<file path="src/mcs_defines.svh">
// Constants of the motion cycle supervisor: offsets, fields, reset values and timing.
// Contract
// - Cycle is chosen from 0.2 to 14.2 ms or default; one command tick per cycle.
// - Default choice follows axis count and operating-system variant, slightly longer actual cycles.
// - Computation longer than the cycle sets the overrun flag, also under default choice.
// - Measured computation time and current cycle setting are published in microseconds.
// - Switch mode: stop-to-run sets controller ready, run-to-stop clears it.
// - Switch mode: power-up with switch at run also sets controller ready.
// - Gated mode: at run, a rise of request word bit 0 or request bit sets ready.
// - Gated mode: a fall of either request, or run-to-stop, clears ready.
// - Forced-stop source is a selectable pin or internal bit, active low.
// - While forced stop is asserted every servo axis is stopped at once.
// - The hardware emergency stop terminal always forces a stop, whatever the settings.
// - An option decides whether warnings update error flag, servo codes, history and diagnostics; amplifier codes always update.
// - Each history entry holds twelve words: program, type, axis, code, time, setting data; the setting-data words are written as zero.
// - Axis index runs 0 to 31 for axes 1 to 32.
// - History index runs 0 to 7, eight entries.
`ifndef MCS_DEFINES_SVH
`define MCS_DEFINES_SVH

`define MCS_CLK_PERIOD_NS 10
`define MCS_US_NS         1000
`define MCS_CYC_PER_US    (`MCS_US_NS / `MCS_CLK_PERIOD_NS)

`define MCS_OFF_CTRL      12'h000
`define MCS_OFF_READY_REQ 12'h004
`define MCS_OFF_STATUS    12'h008
`define MCS_OFF_MEAS      12'h00c
`define MCS_OFF_SETTING   12'h010
`define MCS_OFF_DIAG_CODE 12'h014
`define MCS_OFF_ERR_CAT   12'h018
`define MCS_OFF_ERR_INFO  12'h01c
`define MCS_RGN_REGS      4'h0
`define MCS_RGN_SERVO     4'h1
`define MCS_RGN_AMP       4'h2
`define MCS_RGN_HIST      3'h2

`define MCS_CTRL_SEL_LSB   0
`define MCS_CTRL_OS_LSB    4
`define MCS_CTRL_MODE_BIT  6
`define MCS_CTRL_REPORT    7
`define MCS_CTRL_SRC_BIT   8
`define MCS_CTRL_STOP_BIT  9
`define MCS_CTRL_REQ_BIT   10
`define MCS_CTRL_AXES_LSB  16
`define MCS_CTRL_RESET     32'h0001_0180
`define MCS_CTRL_WMASK     32'h003f_07ff

`define MCS_ST_READY    0
`define MCS_ST_OVERRUN  1
`define MCS_ST_MERR     2
`define MCS_ST_DIAG     3
`define MCS_ST_SDIAG    4
`define MCS_ST_FSTOP    5

`define MCS_US_0P2  16'h00de
`define MCS_US_0P4  16'h01bc
`define MCS_US_0P8  16'h0378
`define MCS_US_1P7  16'h06f1
`define MCS_US_3P5  16'h0de3
`define MCS_US_7P1  16'h1bbc
`define MCS_US_14P2 16'h3778

`define MCS_HIST_WORDS   4'hc
`define MCS_HIST_LAST    4'hb
`define MCS_HIST_DEPTH   96
`define MCS_AXES         32
`define MCS_WARN_TYPE    16'h0001
`define MCS_WARN_CAT     16'h0002

`endif

</file>
<file path="src/mcs_pkg.sv">
// Types shared by the motion cycle supervisor modules.
package mcs_pkg;
  typedef logic [15:0] word_t;
  typedef enum logic [1:0] {OS_A = 2'h0, OS_B = 2'h1, OS_C = 2'h2} os_variant_t;
  typedef enum logic {READY_SWITCH = 1'b0, READY_GATED = 1'b1} ready_mode_t;
  typedef enum logic {HIST_IDLE = 1'b0, HIST_FILL = 1'b1} hist_state_t;
endpackage

</file>
<file path="src/word_mem.sv">
// Small word memory with one write port and a registered read port.
`timescale 1ns/1ps
`include "mcs_defines.svh"
module word_mem
  import mcs_pkg::*;
#(
  parameter int DEPTH = 32,
  parameter int AW    = 5
)(
  input  wire logic          clk_i,
  input  wire logic          wr_en_i,
  input  wire logic [AW-1:0] wr_addr_i,
  input  wire word_t         wr_data_i,
  input  wire logic [AW-1:0] rd_addr_i,
  output word_t              rd_data_o
);
  word_t mem_q [DEPTH];

  // Contents are not reset; software reads undefined words until the first event fills them.
  always_ff @(posedge clk_i)
  begin
    if (wr_en_i)
    begin
      mem_q[wr_addr_i] <= wr_data_i;
    end
    rd_data_o <= (32'(rd_addr_i) < DEPTH) ? mem_q[rd_addr_i] : 16'h0000;
  end
endmodule

</file>
<file path="src/cycle_timer.sv">
// Operation cycle tick generator, computation time meter and overrun detector.
`timescale 1ns/1ps
`include "mcs_defines.svh"
module cycle_timer
  import mcs_pkg::*;
(
  input  wire logic  clk_i,
  input  wire logic  sys_rst_i,
  input  wire word_t cycle_us_i,
  input  wire logic  compute_busy_i,
  output logic       cycle_tick_o,
  output word_t      measured_us_o,
  output logic       overrun_o
);
  localparam logic [6:0] PRE_LAST = 7'(`MCS_CYC_PER_US - 1);

  logic [6:0] pre_q;
  word_t      us_q;
  logic       busy_q;
  logic       us_end;
  logic       tick_w;
  logic       busy_fall;

  // A shortened setting takes effect at once, since the compare is greater-or-equal.
  assign us_end    = (pre_q == PRE_LAST);
  assign tick_w    = us_end && ((us_q + 16'h0001) >= cycle_us_i);
  assign busy_fall = busy_q && !compute_busy_i;

  // Microsecond counter restarted at every cycle tick.
  always_ff @(posedge clk_i)
  begin
    if (sys_rst_i)
    begin
      pre_q  <= 7'h00;
      us_q   <= 16'h0000;
      busy_q <= 1'b0;
    end
    else
    begin
      pre_q  <= us_end ? 7'h00 : pre_q + 7'h01;
      us_q   <= tick_w ? 16'h0000 : (us_end ? us_q + 16'h0001 : us_q);
      busy_q <= compute_busy_i;
    end
  end

  // Computation still running at the tick means it outran the cycle.
  always_ff @(posedge clk_i)
  begin
    if (sys_rst_i)
    begin
      cycle_tick_o  <= 1'b0;
      overrun_o     <= 1'b0;
      measured_us_o <= 16'h0000;
    end
    else
    begin
      cycle_tick_o <= tick_w;
      overrun_o    <= tick_w && compute_busy_i;
      if (tick_w && compute_busy_i)
      begin
        measured_us_o <= cycle_us_i;
      end
      else if (busy_fall)
      begin
        measured_us_o <= us_q;
      end
    end
  end
endmodule

</file>
<file path="src/motion_cycle_supervisor.sv">
// Motion cycle supervisor top: AHB-Lite registers, ready flag, forced stop and warnings.
//
// Chosen here: the register offsets and the AHB-Lite register port.
`timescale 1ns/1ps
`include "mcs_defines.svh"
module motion_cycle_supervisor
  import mcs_pkg::*;
(
  input  wire logic        clk_i,
  input  wire logic        sys_rst_i,
  input  wire logic        hsel_i,
  input  wire logic [31:0] haddr_i,
  input  wire logic [1:0]  htrans_i,
  input  wire logic        hwrite_i,
  input  wire logic [2:0]  hsize_i,
  input  wire logic [31:0] hwdata_i,
  input  wire logic        hready_i,
  output logic      [31:0] hrdata_o,
  output logic             hreadyout_o,
  output logic             hresp_o,
  input  wire logic        run_stop_i,
  input  wire logic        real_input_device_i,
  input  wire logic        hardware_emergency_stop_terminal_n_i,
  input  wire logic        compute_busy_i,
  input  wire logic        servo_warn_i,
  input  wire logic [4:0]  warn_axis_i,
  input  wire word_t       warn_code_i,
  input  wire word_t       program_no_i,
  input  wire word_t       time_ym_i,
  input  wire word_t       time_dh_i,
  input  wire word_t       time_ms_i,
  output logic             cycle_tick_o,
  output logic             servo_stop_o,
  output logic             controller_ready_flag_o,
  output logic             cycle_overrun_flag_o,
  output logic             motion_error_flag_o
);
  // Cycle in microseconds from the fixed menu or, for selection 0, from the axis table.
  function automatic word_t cycle_us_f(input logic [3:0] sel, input os_variant_t os,
                                       input logic [5:0] axes);
    word_t r;
    r = `MCS_US_0P2;
    case (sel)
      4'h1: r = `MCS_US_0P2;
      4'h2: r = `MCS_US_0P4;
      4'h3: r = `MCS_US_0P8;
      4'h4: r = `MCS_US_1P7;
      4'h5: r = `MCS_US_3P5;
      4'h6: r = `MCS_US_7P1;
      4'h7: r = `MCS_US_14P2;
      4'h0:
      begin
        case (os)
          OS_A: r = (axes <= 6'h04) ? `MCS_US_0P2 : (axes <= 6'h0a) ? `MCS_US_0P4 :
                    (axes <= 6'h18) ? `MCS_US_0P8 : `MCS_US_1P7;
          OS_B: r = (axes <= 6'h06) ? `MCS_US_0P4 : (axes <= 6'h10) ? `MCS_US_0P8 :
                    `MCS_US_1P7;
          default: r = (axes <= 6'h04) ? `MCS_US_0P4 : (axes <= 6'h0c) ? `MCS_US_0P8 :
                       (axes <= 6'h1c) ? `MCS_US_1P7 : `MCS_US_3P5;
        endcase
      end
      default: r = `MCS_US_14P2;
    endcase
    return r;
  endfunction

  logic [31:0] ctrl_q;
  word_t       ready_req_word_q;
  logic        ready_q, overrun_q, merr_q, diag_q, sdiag_q, fstop_q;
  word_t       setting_q, diag_code_q, err_cat_q, err_info_q;
  logic        dph_q, dwr_q;
  logic [11:0] daddr_q;
  logic        run_meta_q, run_q, run_prev_q;
  logic        pin_meta_q, pin_q, estop_meta_q, estop_n_q;
  logic        req_prev_q, bit_prev_q;
  hist_state_t hist_state_q;
  logic [3:0]  hist_word_q;
  logic [2:0]  hist_entry_q;
  logic [4:0]  lat_axis_q;
  word_t       lat_code_q, lat_prog_q, lat_ym_q, lat_dh_q, lat_ms_q;
  word_t       measured_us, servo_rd, amp_rd, hist_rd, hist_wdata;
  logic        overrun_set;
  logic [31:0] reg_rd;

  // Bus decode; the slave never stalls and always answers OKAY.
  logic addr_ok, wr_stb, st_wr, report_en, warn_rep, run_rise, run_fall;
  logic req_rise, req_fall, bit_rise, bit_fall, gated, rdy_set, rdy_clr, stop_src;
  logic [6:0] hist_widx;
  assign addr_ok     = hsel_i && htrans_i[1] && hready_i;
  assign wr_stb      = dph_q && dwr_q;
  assign st_wr       = wr_stb && (daddr_q == `MCS_OFF_STATUS);
  assign hreadyout_o = 1'b1;
  assign hresp_o     = 1'b0;

  // Address phase is captured here; the write lands in the data phase.
  always_ff @(posedge clk_i)
  begin
    if (sys_rst_i)
    begin
      dph_q   <= 1'b0;
      dwr_q   <= 1'b0;
      daddr_q <= 12'h000;
    end
    else
    begin
      dph_q   <= addr_ok;
      dwr_q   <= addr_ok && hwrite_i;
      daddr_q <= addr_ok ? haddr_i[11:0] : daddr_q;
    end
  end

  // Software-written control and request registers.
  always_ff @(posedge clk_i)
  begin
    if (sys_rst_i)
    begin
      ctrl_q           <= `MCS_CTRL_RESET;
      ready_req_word_q <= 16'h0000;
    end
    else if (wr_stb && daddr_q == `MCS_OFF_CTRL)
    begin
      ctrl_q <= hwdata_i & `MCS_CTRL_WMASK;
    end
    else if (wr_stb && daddr_q == `MCS_OFF_READY_REQ)
    begin
      ready_req_word_q <= hwdata_i[15:0];
    end
  end

  // Pins pass two flops; reset to stop, so power-up at run looks like a stop-to-run move.
  always_ff @(posedge clk_i)
  begin
    if (sys_rst_i)
    begin
      {run_meta_q, run_q, run_prev_q} <= 3'h0;
      {pin_meta_q, pin_q}             <= 2'h0;
      {estop_meta_q, estop_n_q}       <= 2'h0;
      {req_prev_q, bit_prev_q}        <= 2'h0;
    end
    else
    begin
      {run_meta_q, run_q, run_prev_q} <= {run_stop_i, run_meta_q, run_q};
      {pin_meta_q, pin_q}             <= {real_input_device_i, pin_meta_q};
      {estop_meta_q, estop_n_q}       <= {hardware_emergency_stop_terminal_n_i, estop_meta_q};
      req_prev_q                      <= ready_req_word_q[0];
      bit_prev_q                      <= ctrl_q[`MCS_CTRL_REQ_BIT];
    end
  end

  // Ready flag: the switch alone, or the switch gated by software request edges.
  assign run_rise = run_q && !run_prev_q;
  assign run_fall = !run_q && run_prev_q;
  assign req_rise = ready_req_word_q[0] && !req_prev_q;
  assign req_fall = !ready_req_word_q[0] && req_prev_q;
  assign bit_rise = ctrl_q[`MCS_CTRL_REQ_BIT] && !bit_prev_q;
  assign bit_fall = !ctrl_q[`MCS_CTRL_REQ_BIT] && bit_prev_q;
  assign gated    = (ready_mode_t'(ctrl_q[`MCS_CTRL_MODE_BIT]) == READY_GATED);
  assign rdy_set  = gated ? (run_q && (req_rise || bit_rise)) : run_rise;
  assign rdy_clr  = run_fall || (gated && (req_fall || bit_fall));

  // Forced stop is active low on the chosen source; the terminal cannot be masked.
  assign stop_src = ctrl_q[`MCS_CTRL_SRC_BIT] ? ctrl_q[`MCS_CTRL_STOP_BIT] : pin_q;
  assign report_en = ctrl_q[`MCS_CTRL_REPORT];
  assign warn_rep  = servo_warn_i && report_en;

  // Status flags; a hardware set in the cycle of a software clear wins.
  always_ff @(posedge clk_i)
  begin
    if (sys_rst_i)
    begin
      ready_q   <= 1'b0;
      fstop_q   <= 1'b1;
      overrun_q <= 1'b0;
      merr_q    <= 1'b0;
      diag_q    <= 1'b0;
      sdiag_q   <= 1'b0;
      setting_q <= `MCS_US_0P2;
    end
    else
    begin
      ready_q   <= rdy_set ? 1'b1 : (rdy_clr ? 1'b0 : ready_q);
      fstop_q   <= !stop_src || !estop_n_q;
      overrun_q <= overrun_set || (overrun_q && !(st_wr && hwdata_i[`MCS_ST_OVERRUN]));
      merr_q    <= warn_rep || (merr_q && !(st_wr && hwdata_i[`MCS_ST_MERR]));
      diag_q    <= warn_rep || (diag_q && !(st_wr && hwdata_i[`MCS_ST_DIAG]));
      sdiag_q   <= warn_rep || (sdiag_q && !(st_wr && hwdata_i[`MCS_ST_SDIAG]));
      setting_q <= cycle_us_f(ctrl_q[3:0], os_variant_t'(ctrl_q[5:4]), ctrl_q[21:16]);
    end
  end

  // Diagnostic words follow each reported warning.
  always_ff @(posedge clk_i)
  begin
    if (sys_rst_i)
    begin
      diag_code_q <= 16'h0000;
      err_cat_q   <= 16'h0000;
      err_info_q  <= 16'h0000;
    end
    else if (warn_rep)
    begin
      diag_code_q <= warn_code_i;
      err_cat_q   <= `MCS_WARN_CAT;
      err_info_q  <= {11'h000, warn_axis_i} + 16'h0001;
    end
  end

  // History writer: twelve words per entry, one per cycle; warnings while busy skip history.
  always_ff @(posedge clk_i)
  begin
    if (sys_rst_i)
    begin
      hist_state_q <= HIST_IDLE;
      hist_word_q  <= 4'h0;
      hist_entry_q <= 3'h0;
    end
    else
    begin
      case (hist_state_q)
        HIST_IDLE: hist_state_q <= warn_rep ? HIST_FILL : HIST_IDLE;
        HIST_FILL:
        begin
          hist_word_q <= (hist_word_q == `MCS_HIST_LAST) ? 4'h0 : hist_word_q + 4'h1;
          if (hist_word_q == `MCS_HIST_LAST)
          begin
            hist_state_q <= HIST_IDLE;
            hist_entry_q <= hist_entry_q + 3'h1;
          end
        end
        default: hist_state_q <= HIST_IDLE;
      endcase
    end
  end

  // Snapshot of the warning that the history writer is recording.
  always_ff @(posedge clk_i)
  begin
    if (warn_rep && hist_state_q == HIST_IDLE)
    begin
      {lat_axis_q, lat_code_q, lat_prog_q} <= {warn_axis_i, warn_code_i, program_no_i};
      {lat_ym_q, lat_dh_q, lat_ms_q}       <= {time_ym_i, time_dh_i, time_ms_i};
    end
  end

  // Entry layout: program, type, axis, code, three time words, then five words of zero.
  always_comb
  begin
    case (hist_word_q)
      4'h0:    hist_wdata = lat_prog_q;
      4'h1:    hist_wdata = `MCS_WARN_TYPE;
      4'h2:    hist_wdata = {11'h000, lat_axis_q} + 16'h0001;
      4'h3:    hist_wdata = lat_code_q;
      4'h4:    hist_wdata = lat_ym_q;
      4'h5:    hist_wdata = lat_dh_q;
      4'h6:    hist_wdata = lat_ms_q;
      default: hist_wdata = 16'h0000;
    endcase
  end
  assign hist_widx = 7'(hist_entry_q * `MCS_HIST_WORDS) + 7'(hist_word_q);

  // Per-axis code memories and the history memory; reads start in the address phase.
  word_mem #(.DEPTH(`MCS_AXES), .AW(5)) u_servo_mem (
    .clk_i     (clk_i),
    .wr_en_i   (warn_rep),
    .wr_addr_i (warn_axis_i),
    .wr_data_i (warn_code_i),
    .rd_addr_i (haddr_i[6:2]),
    .rd_data_o (servo_rd)
  );
  word_mem #(.DEPTH(`MCS_AXES), .AW(5)) u_amp_mem (
    .clk_i     (clk_i),
    .wr_en_i   (servo_warn_i),
    .wr_addr_i (warn_axis_i),
    .wr_data_i (warn_code_i),
    .rd_addr_i (haddr_i[6:2]),
    .rd_data_o (amp_rd)
  );
  word_mem #(.DEPTH(`MCS_HIST_DEPTH), .AW(7)) u_hist_mem (
    .clk_i     (clk_i),
    .wr_en_i   (hist_state_q == HIST_FILL),
    .wr_addr_i (hist_widx),
    .wr_data_i (hist_wdata),
    .rd_addr_i (haddr_i[8:2]),
    .rd_data_o (hist_rd)
  );

  cycle_timer u_timer (
    .clk_i          (clk_i),
    .sys_rst_i      (sys_rst_i),
    .cycle_us_i     (setting_q),
    .compute_busy_i (compute_busy_i),
    .cycle_tick_o   (cycle_tick_o),
    .measured_us_o  (measured_us),
    .overrun_o      (overrun_set)
  );

  // Register read mux for the data phase; unmapped words read as zero.
  always_comb
  begin
    case (daddr_q)
      `MCS_OFF_CTRL:      reg_rd = ctrl_q;
      `MCS_OFF_READY_REQ: reg_rd = {16'h0000, ready_req_word_q};
      `MCS_OFF_STATUS:    reg_rd = {26'h0, fstop_q, sdiag_q, diag_q, merr_q, overrun_q, ready_q};
      `MCS_OFF_MEAS:      reg_rd = {16'h0000, measured_us};
      `MCS_OFF_SETTING:   reg_rd = {16'h0000, setting_q};
      `MCS_OFF_DIAG_CODE: reg_rd = {16'h0000, diag_code_q};
      `MCS_OFF_ERR_CAT:   reg_rd = {16'h0000, err_cat_q};
      `MCS_OFF_ERR_INFO:  reg_rd = {16'h0000, err_info_q};
      default:            reg_rd = 32'h0000_0000;
    endcase
  end
  assign hrdata_o = !dph_q ? 32'h0000_0000 :
                    (daddr_q[11:8] == `MCS_RGN_REGS)  ? reg_rd :
                    (daddr_q[11:8] == `MCS_RGN_SERVO && !daddr_q[7]) ? {16'h0000, servo_rd} :
                    (daddr_q[11:8] == `MCS_RGN_AMP && !daddr_q[7])   ? {16'h0000, amp_rd} :
                    (daddr_q[11:9] == `MCS_RGN_HIST)  ? {16'h0000, hist_rd} : 32'h0000_0000;

  assign servo_stop_o            = fstop_q;
  assign controller_ready_flag_o = ready_q;
  assign cycle_overrun_flag_o    = overrun_q;
  assign motion_error_flag_o     = merr_q;
endmodule

</file>
<file path="config.mk">
export PLATFORM = sky130hd
export DESIGN_NAME = motion_cycle_supervisor
export DESIGN_NICKNAME = d
export VERILOG_FILES = /design/src/mcs_pkg.sv /design/src/word_mem.sv /design/src/cycle_timer.sv /design/src/motion_cycle_supervisor.sv
export VERILOG_INCLUDE_DIRS = /design/src
export SDC_FILE = /design/constraint.sdc
export NUM_CORES = 2
export LEC_CHECK = 0
export ABC_AREA = 0
export BUFFER_PORTS_ARGS = -buffer_cell sky130_fd_sc_hd__buf_2
export CORE_ASPECT_RATIO = 1.75
export CORE_MARGIN = 2
export CORE_UTILIZATION = 38
export CTS_CLUSTER_DIAMETER = 200
export DETAILED_ROUTE_END_ITERATION = 6
export SKIP_CTS_REPAIR_TIMING = 1
export SLEW_MARGIN = 30
export SYNTH_ARGS = -nofsm -noshare
export SYNTH_HDL_FRONTEND = slang
export SYNTH_SLANG_ARGS = --single-unit
</file>
<file path="constraint.sdc">
create_clock -name clk_i -period 4.95 [get_ports clk_i]
set_clock_uncertainty 0.1 [all_clocks]
set_input_delay 0.2475 -clock clk_i [delete_from_list [all_inputs] [get_ports clk_i]]
set_output_delay 0.2475 -clock clk_i [all_outputs]
set_load 0.02 [all_outputs]
</file>
==> results.toml <==
[synthesis]
synth_top_family_by_area = "multiplexers"
synth-seq-cells = 2842
synth_compound_area_share_pct = 3.13
async_reset_ff_share_pct = 0
synth_xor_area_share_pct = 0.287
synthCells = 5428
yosys_warnings = 0
synth-main-ff-cell = "edfxtp_1"
synth.area.mux_share_pct = 15.6
avgSynthCellArea_um2 = 20.3
yosysTopAreaCellShare_pct = 72.2
synth_cell_types = 70
yosys.area.top_type = "edfxtp_1"
seq_area_frac_synth_pct = 75.8
yosys.area_share.simple_pct = 3.37
synth-adder-area-share_pct = 0.377
synth_edf_count = 2645
syn_area_um2 = 110000
synth_area_leaders = "edfxtp_1, mux4_2, dfxtp_1"

[global_route]
grt-ovfl-total = 0
grt_pass1_vias = 57100
antenna_found_initial = 20
grt.total_usage_pct = 20.4
top_usage_layer = "met2"
grt_max_degree = 97
grtUsageMet1_pct = 23.2
use_met2_pct = 36.9
use_met3_pct = 2.86
grt_pass1_wl_um = 428000

[power_and_ir_drop]
power_density_nw_per_um2 = 391
ir_worst_vdd_uv = 292
p_sw_w = 0.0111
power_frac_seq_pct = 54.4
total_leakage_power_nw = 40.5
p_int_w = 0.0386
pwr-share-clk_pct = 38.9
pwr-share-comb_pct = 6.7
swShare_pct = 22.3

[route]
wl_per_cell_um = 30.4
drc = 0
postRouteAntennaNets = 0
routed_wl_um = 306000
drt-pass1-iter-count = 6
via_count = 56400
drtIter0Drc = 6111
vias_per_cell = 5.61

[hold_path]
hp-class = "primary input to register"

[cts]
cts_tree = "built"
htreeDepth = 4
cts-root-buf = "clkbuf_16"
path_clk_slew_ns = 0.06
clock_path_buffers = 4
cts_buffers = 248
clk_latency_ns = 0.91
clkSinkCount = 2842

[placed_design]
io_buffers = 156
place_congestion = 0.940
dpl.hpwl_um = 199000

[critical_path]
cp.arrival_ns = 4.17
cpMaxStageDelayCell = "nor4_4"
crit_fanout = 16
slowest_delay_ns = 0.80
endpoint_kind = "primary output"
crit_path_cell_trace = "or4_1 > or3_1 > nor4_4 > a221oi_1 > a211oi_1 > buf_2"
cp_data_required_time_ns = 4.60
worstSetupPathType = "register to primary output"
critPathLaunchType = "register"

[sta]
relSlewSlack_pct = 22.9
holdWs_ns = -0.0376
fin_crit_ns = 4.52
finalHoldViolations = 6
min_period_over_period_pct = 91.3
rsz0062_at_grt = "false"
slew_viol_final = 0
worst_pin_slew_ns = 1.15
setup-violations-final = 0
fmax_mhz = 221
setup_tns_ns = 0

[floorplanning]
die_y_um = 716
die-width_um = 411
start_util_pct = 38.2
core-area_um2 = 288000
placementRows = 261
dieArea_um2 = 294000
io_pins = 203

[finish]
syn_to_final_growth_pct = 15.5
layout.nets = 6217
final_util_pct = 44.1
drive_gt1_share_pct = 26.4

[flow_run]
maxCapViolations = 0

[status]
status = "finished with violations"
failed_checks = "negative hold slack"
==> logic make-up (layout without fill, tap and decap cells) <==
| logic type | Yosys count | count (layout) |
|---|---|---|
| flip-flops | 2842 | 2842 |
| buffers and inverters | 370 | 1157 |
| multiplexers | 823 | 823 |
| AO/OA/AOI/OAI | 494 | 494 |
| other | 2 | 28 |
| AND/OR/NAND/NOR | 829 | 829 |
| XOR/XNOR | 36 | 36 |
| adder cells (fa/ha/maj) | 32 | 32 |
==> power by group through the flow <==
stage,clock (W),combinational (W),sequential (W)
floorplan,0,0.00171,0.0275
global placement,0,0.00314,0.0275
detailed placement,0,0.00323,0.0275
CTS,0.0197,0.00323,0.0270
global route,0.0205,0.00351,0.0270
finish,0.0193,0.00334,0.0270
==> synth_stat cells (9+ instances only) <==
cell type	n
mux4_2	713
xnor2_1	22
edfxtp_1	2645
a222oi_1	30
ha_1	30
a31oi_1	24
buf_4	17
clkbuf_1	146
a221oi_1	14
nand2b_1	9
or3_1	12
a21oi_1	140
nand3_1	74
mux2i_1	87
o211ai_1	23
o21ai_0	33
a211oi_1	36
nor3_1	26
nor2_1	261
nor2b_1	45
a311o_1	14
buf_2	101
nand4_1	13
and3_1	16
buf_1	57
nand2_1	309
and2_1	21
a22oi_1	109
xor2_1	14
inv_1	46
mux2_2	23
dfxtp_1	197
==> flip-flops by register name, indices dropped and copies added (netlist names), 17 cells and up <==
register / flops
ctrl_q: 17
u_amp_mem.mem_q: 512
u_hist_mem.mem_q: 1536
u_servo_mem.mem_q: 512
==> path summary, 6_finish.rpt <==
path | slack (ns) | start | depth (start not counted) | to
max | 0.43 | daddr_q[11] | 6 | hrdata_o[5]
min | -0.04 | program_no_i[2] | 2 | lat_prog_q[2]
max reg2reg | 1.00 | u_timer.us_q[0] | 13 | u_timer.measured_us_o[3]
min reg2reg | 0.31 | run_prev_q | 1 | controller_ready_flag_o
==> metrics by stage <==
step / hold slack, ns / area [um^2] / setup WS (ns) / power [W] / cells
after floorplan: 0.227 / 110000 / 0.627 / 0.0292 / 5438
after global placement: 0.300 / 117000 / 0.985 / 0.0306 / 9392
after detailed placement: 0.313 / 117000 / 0.965 / 0.0307 / 9394
after CTS: -0.646 / 125000 / 0.445 / 0.0499 / 9848
after global routing: -0.0434 / 127000 / 0.325 / 0.0510 / 10100
final: -0.0376 / 127000 / 0.431 / 0.0497 / 10100
==> cell usage in the layout (no fill, tap or decap), drive strengths merged, types with 12 or more instances in the layout <==
cell type	count
edfxtp	2645
mux4	713
buf	470
nand2	316
clkbuf	310
nor2	261
dfxtp	197
dlygate4sd3	187
a21oi	147
a22oi	109
clkinv	99
mux2i	87
nand3	75
inv	53
nor2b	45
a211oi	36
o21ai	33
a222oi	30
ha	30
nor3	29
a31oi	24
bufinv	24
o211ai	23
mux2	23
xnor2	22
and2	21
diode	16
and3	16
xor2	14
a221oi	14
a311o	14
clkinvlp	14
nand4	13
or3	12
conb	12
==> area by class of cell <==
class / instances / area, um^2
fillers: 24400 / 161000
well taps: 3813 / 4770
clock buffers: 310 / 6580
multi-input cells: 2226 / 25400
repair buffers: 657 / 5430
inverters: 46 / 178
flip-flops and latches: 2842 / 83400
clock inverters: 144 / 1350
diodes: 16 / 40.0
==> layer usage <==
| layer | wire length (um) | up-vias |
|---|---|---|
| met5 | 81 | - |
| met4 | 18800 | 12 |
| met3 | 17800 | 604 |
| met2 | 162000 | 2142 |
| met1 | 107000 | 30100 |
| li1 | - | 23500 |
==> critical path, delay by kind of cell (launching register included) <==
family	cells	cell delay, ns
compound gates	2	0.62
buf+inv	1	0.24
flops	1	0.37
simple gates	3	2.04
No activity file was read; power rests on OpenSTA's default activity.
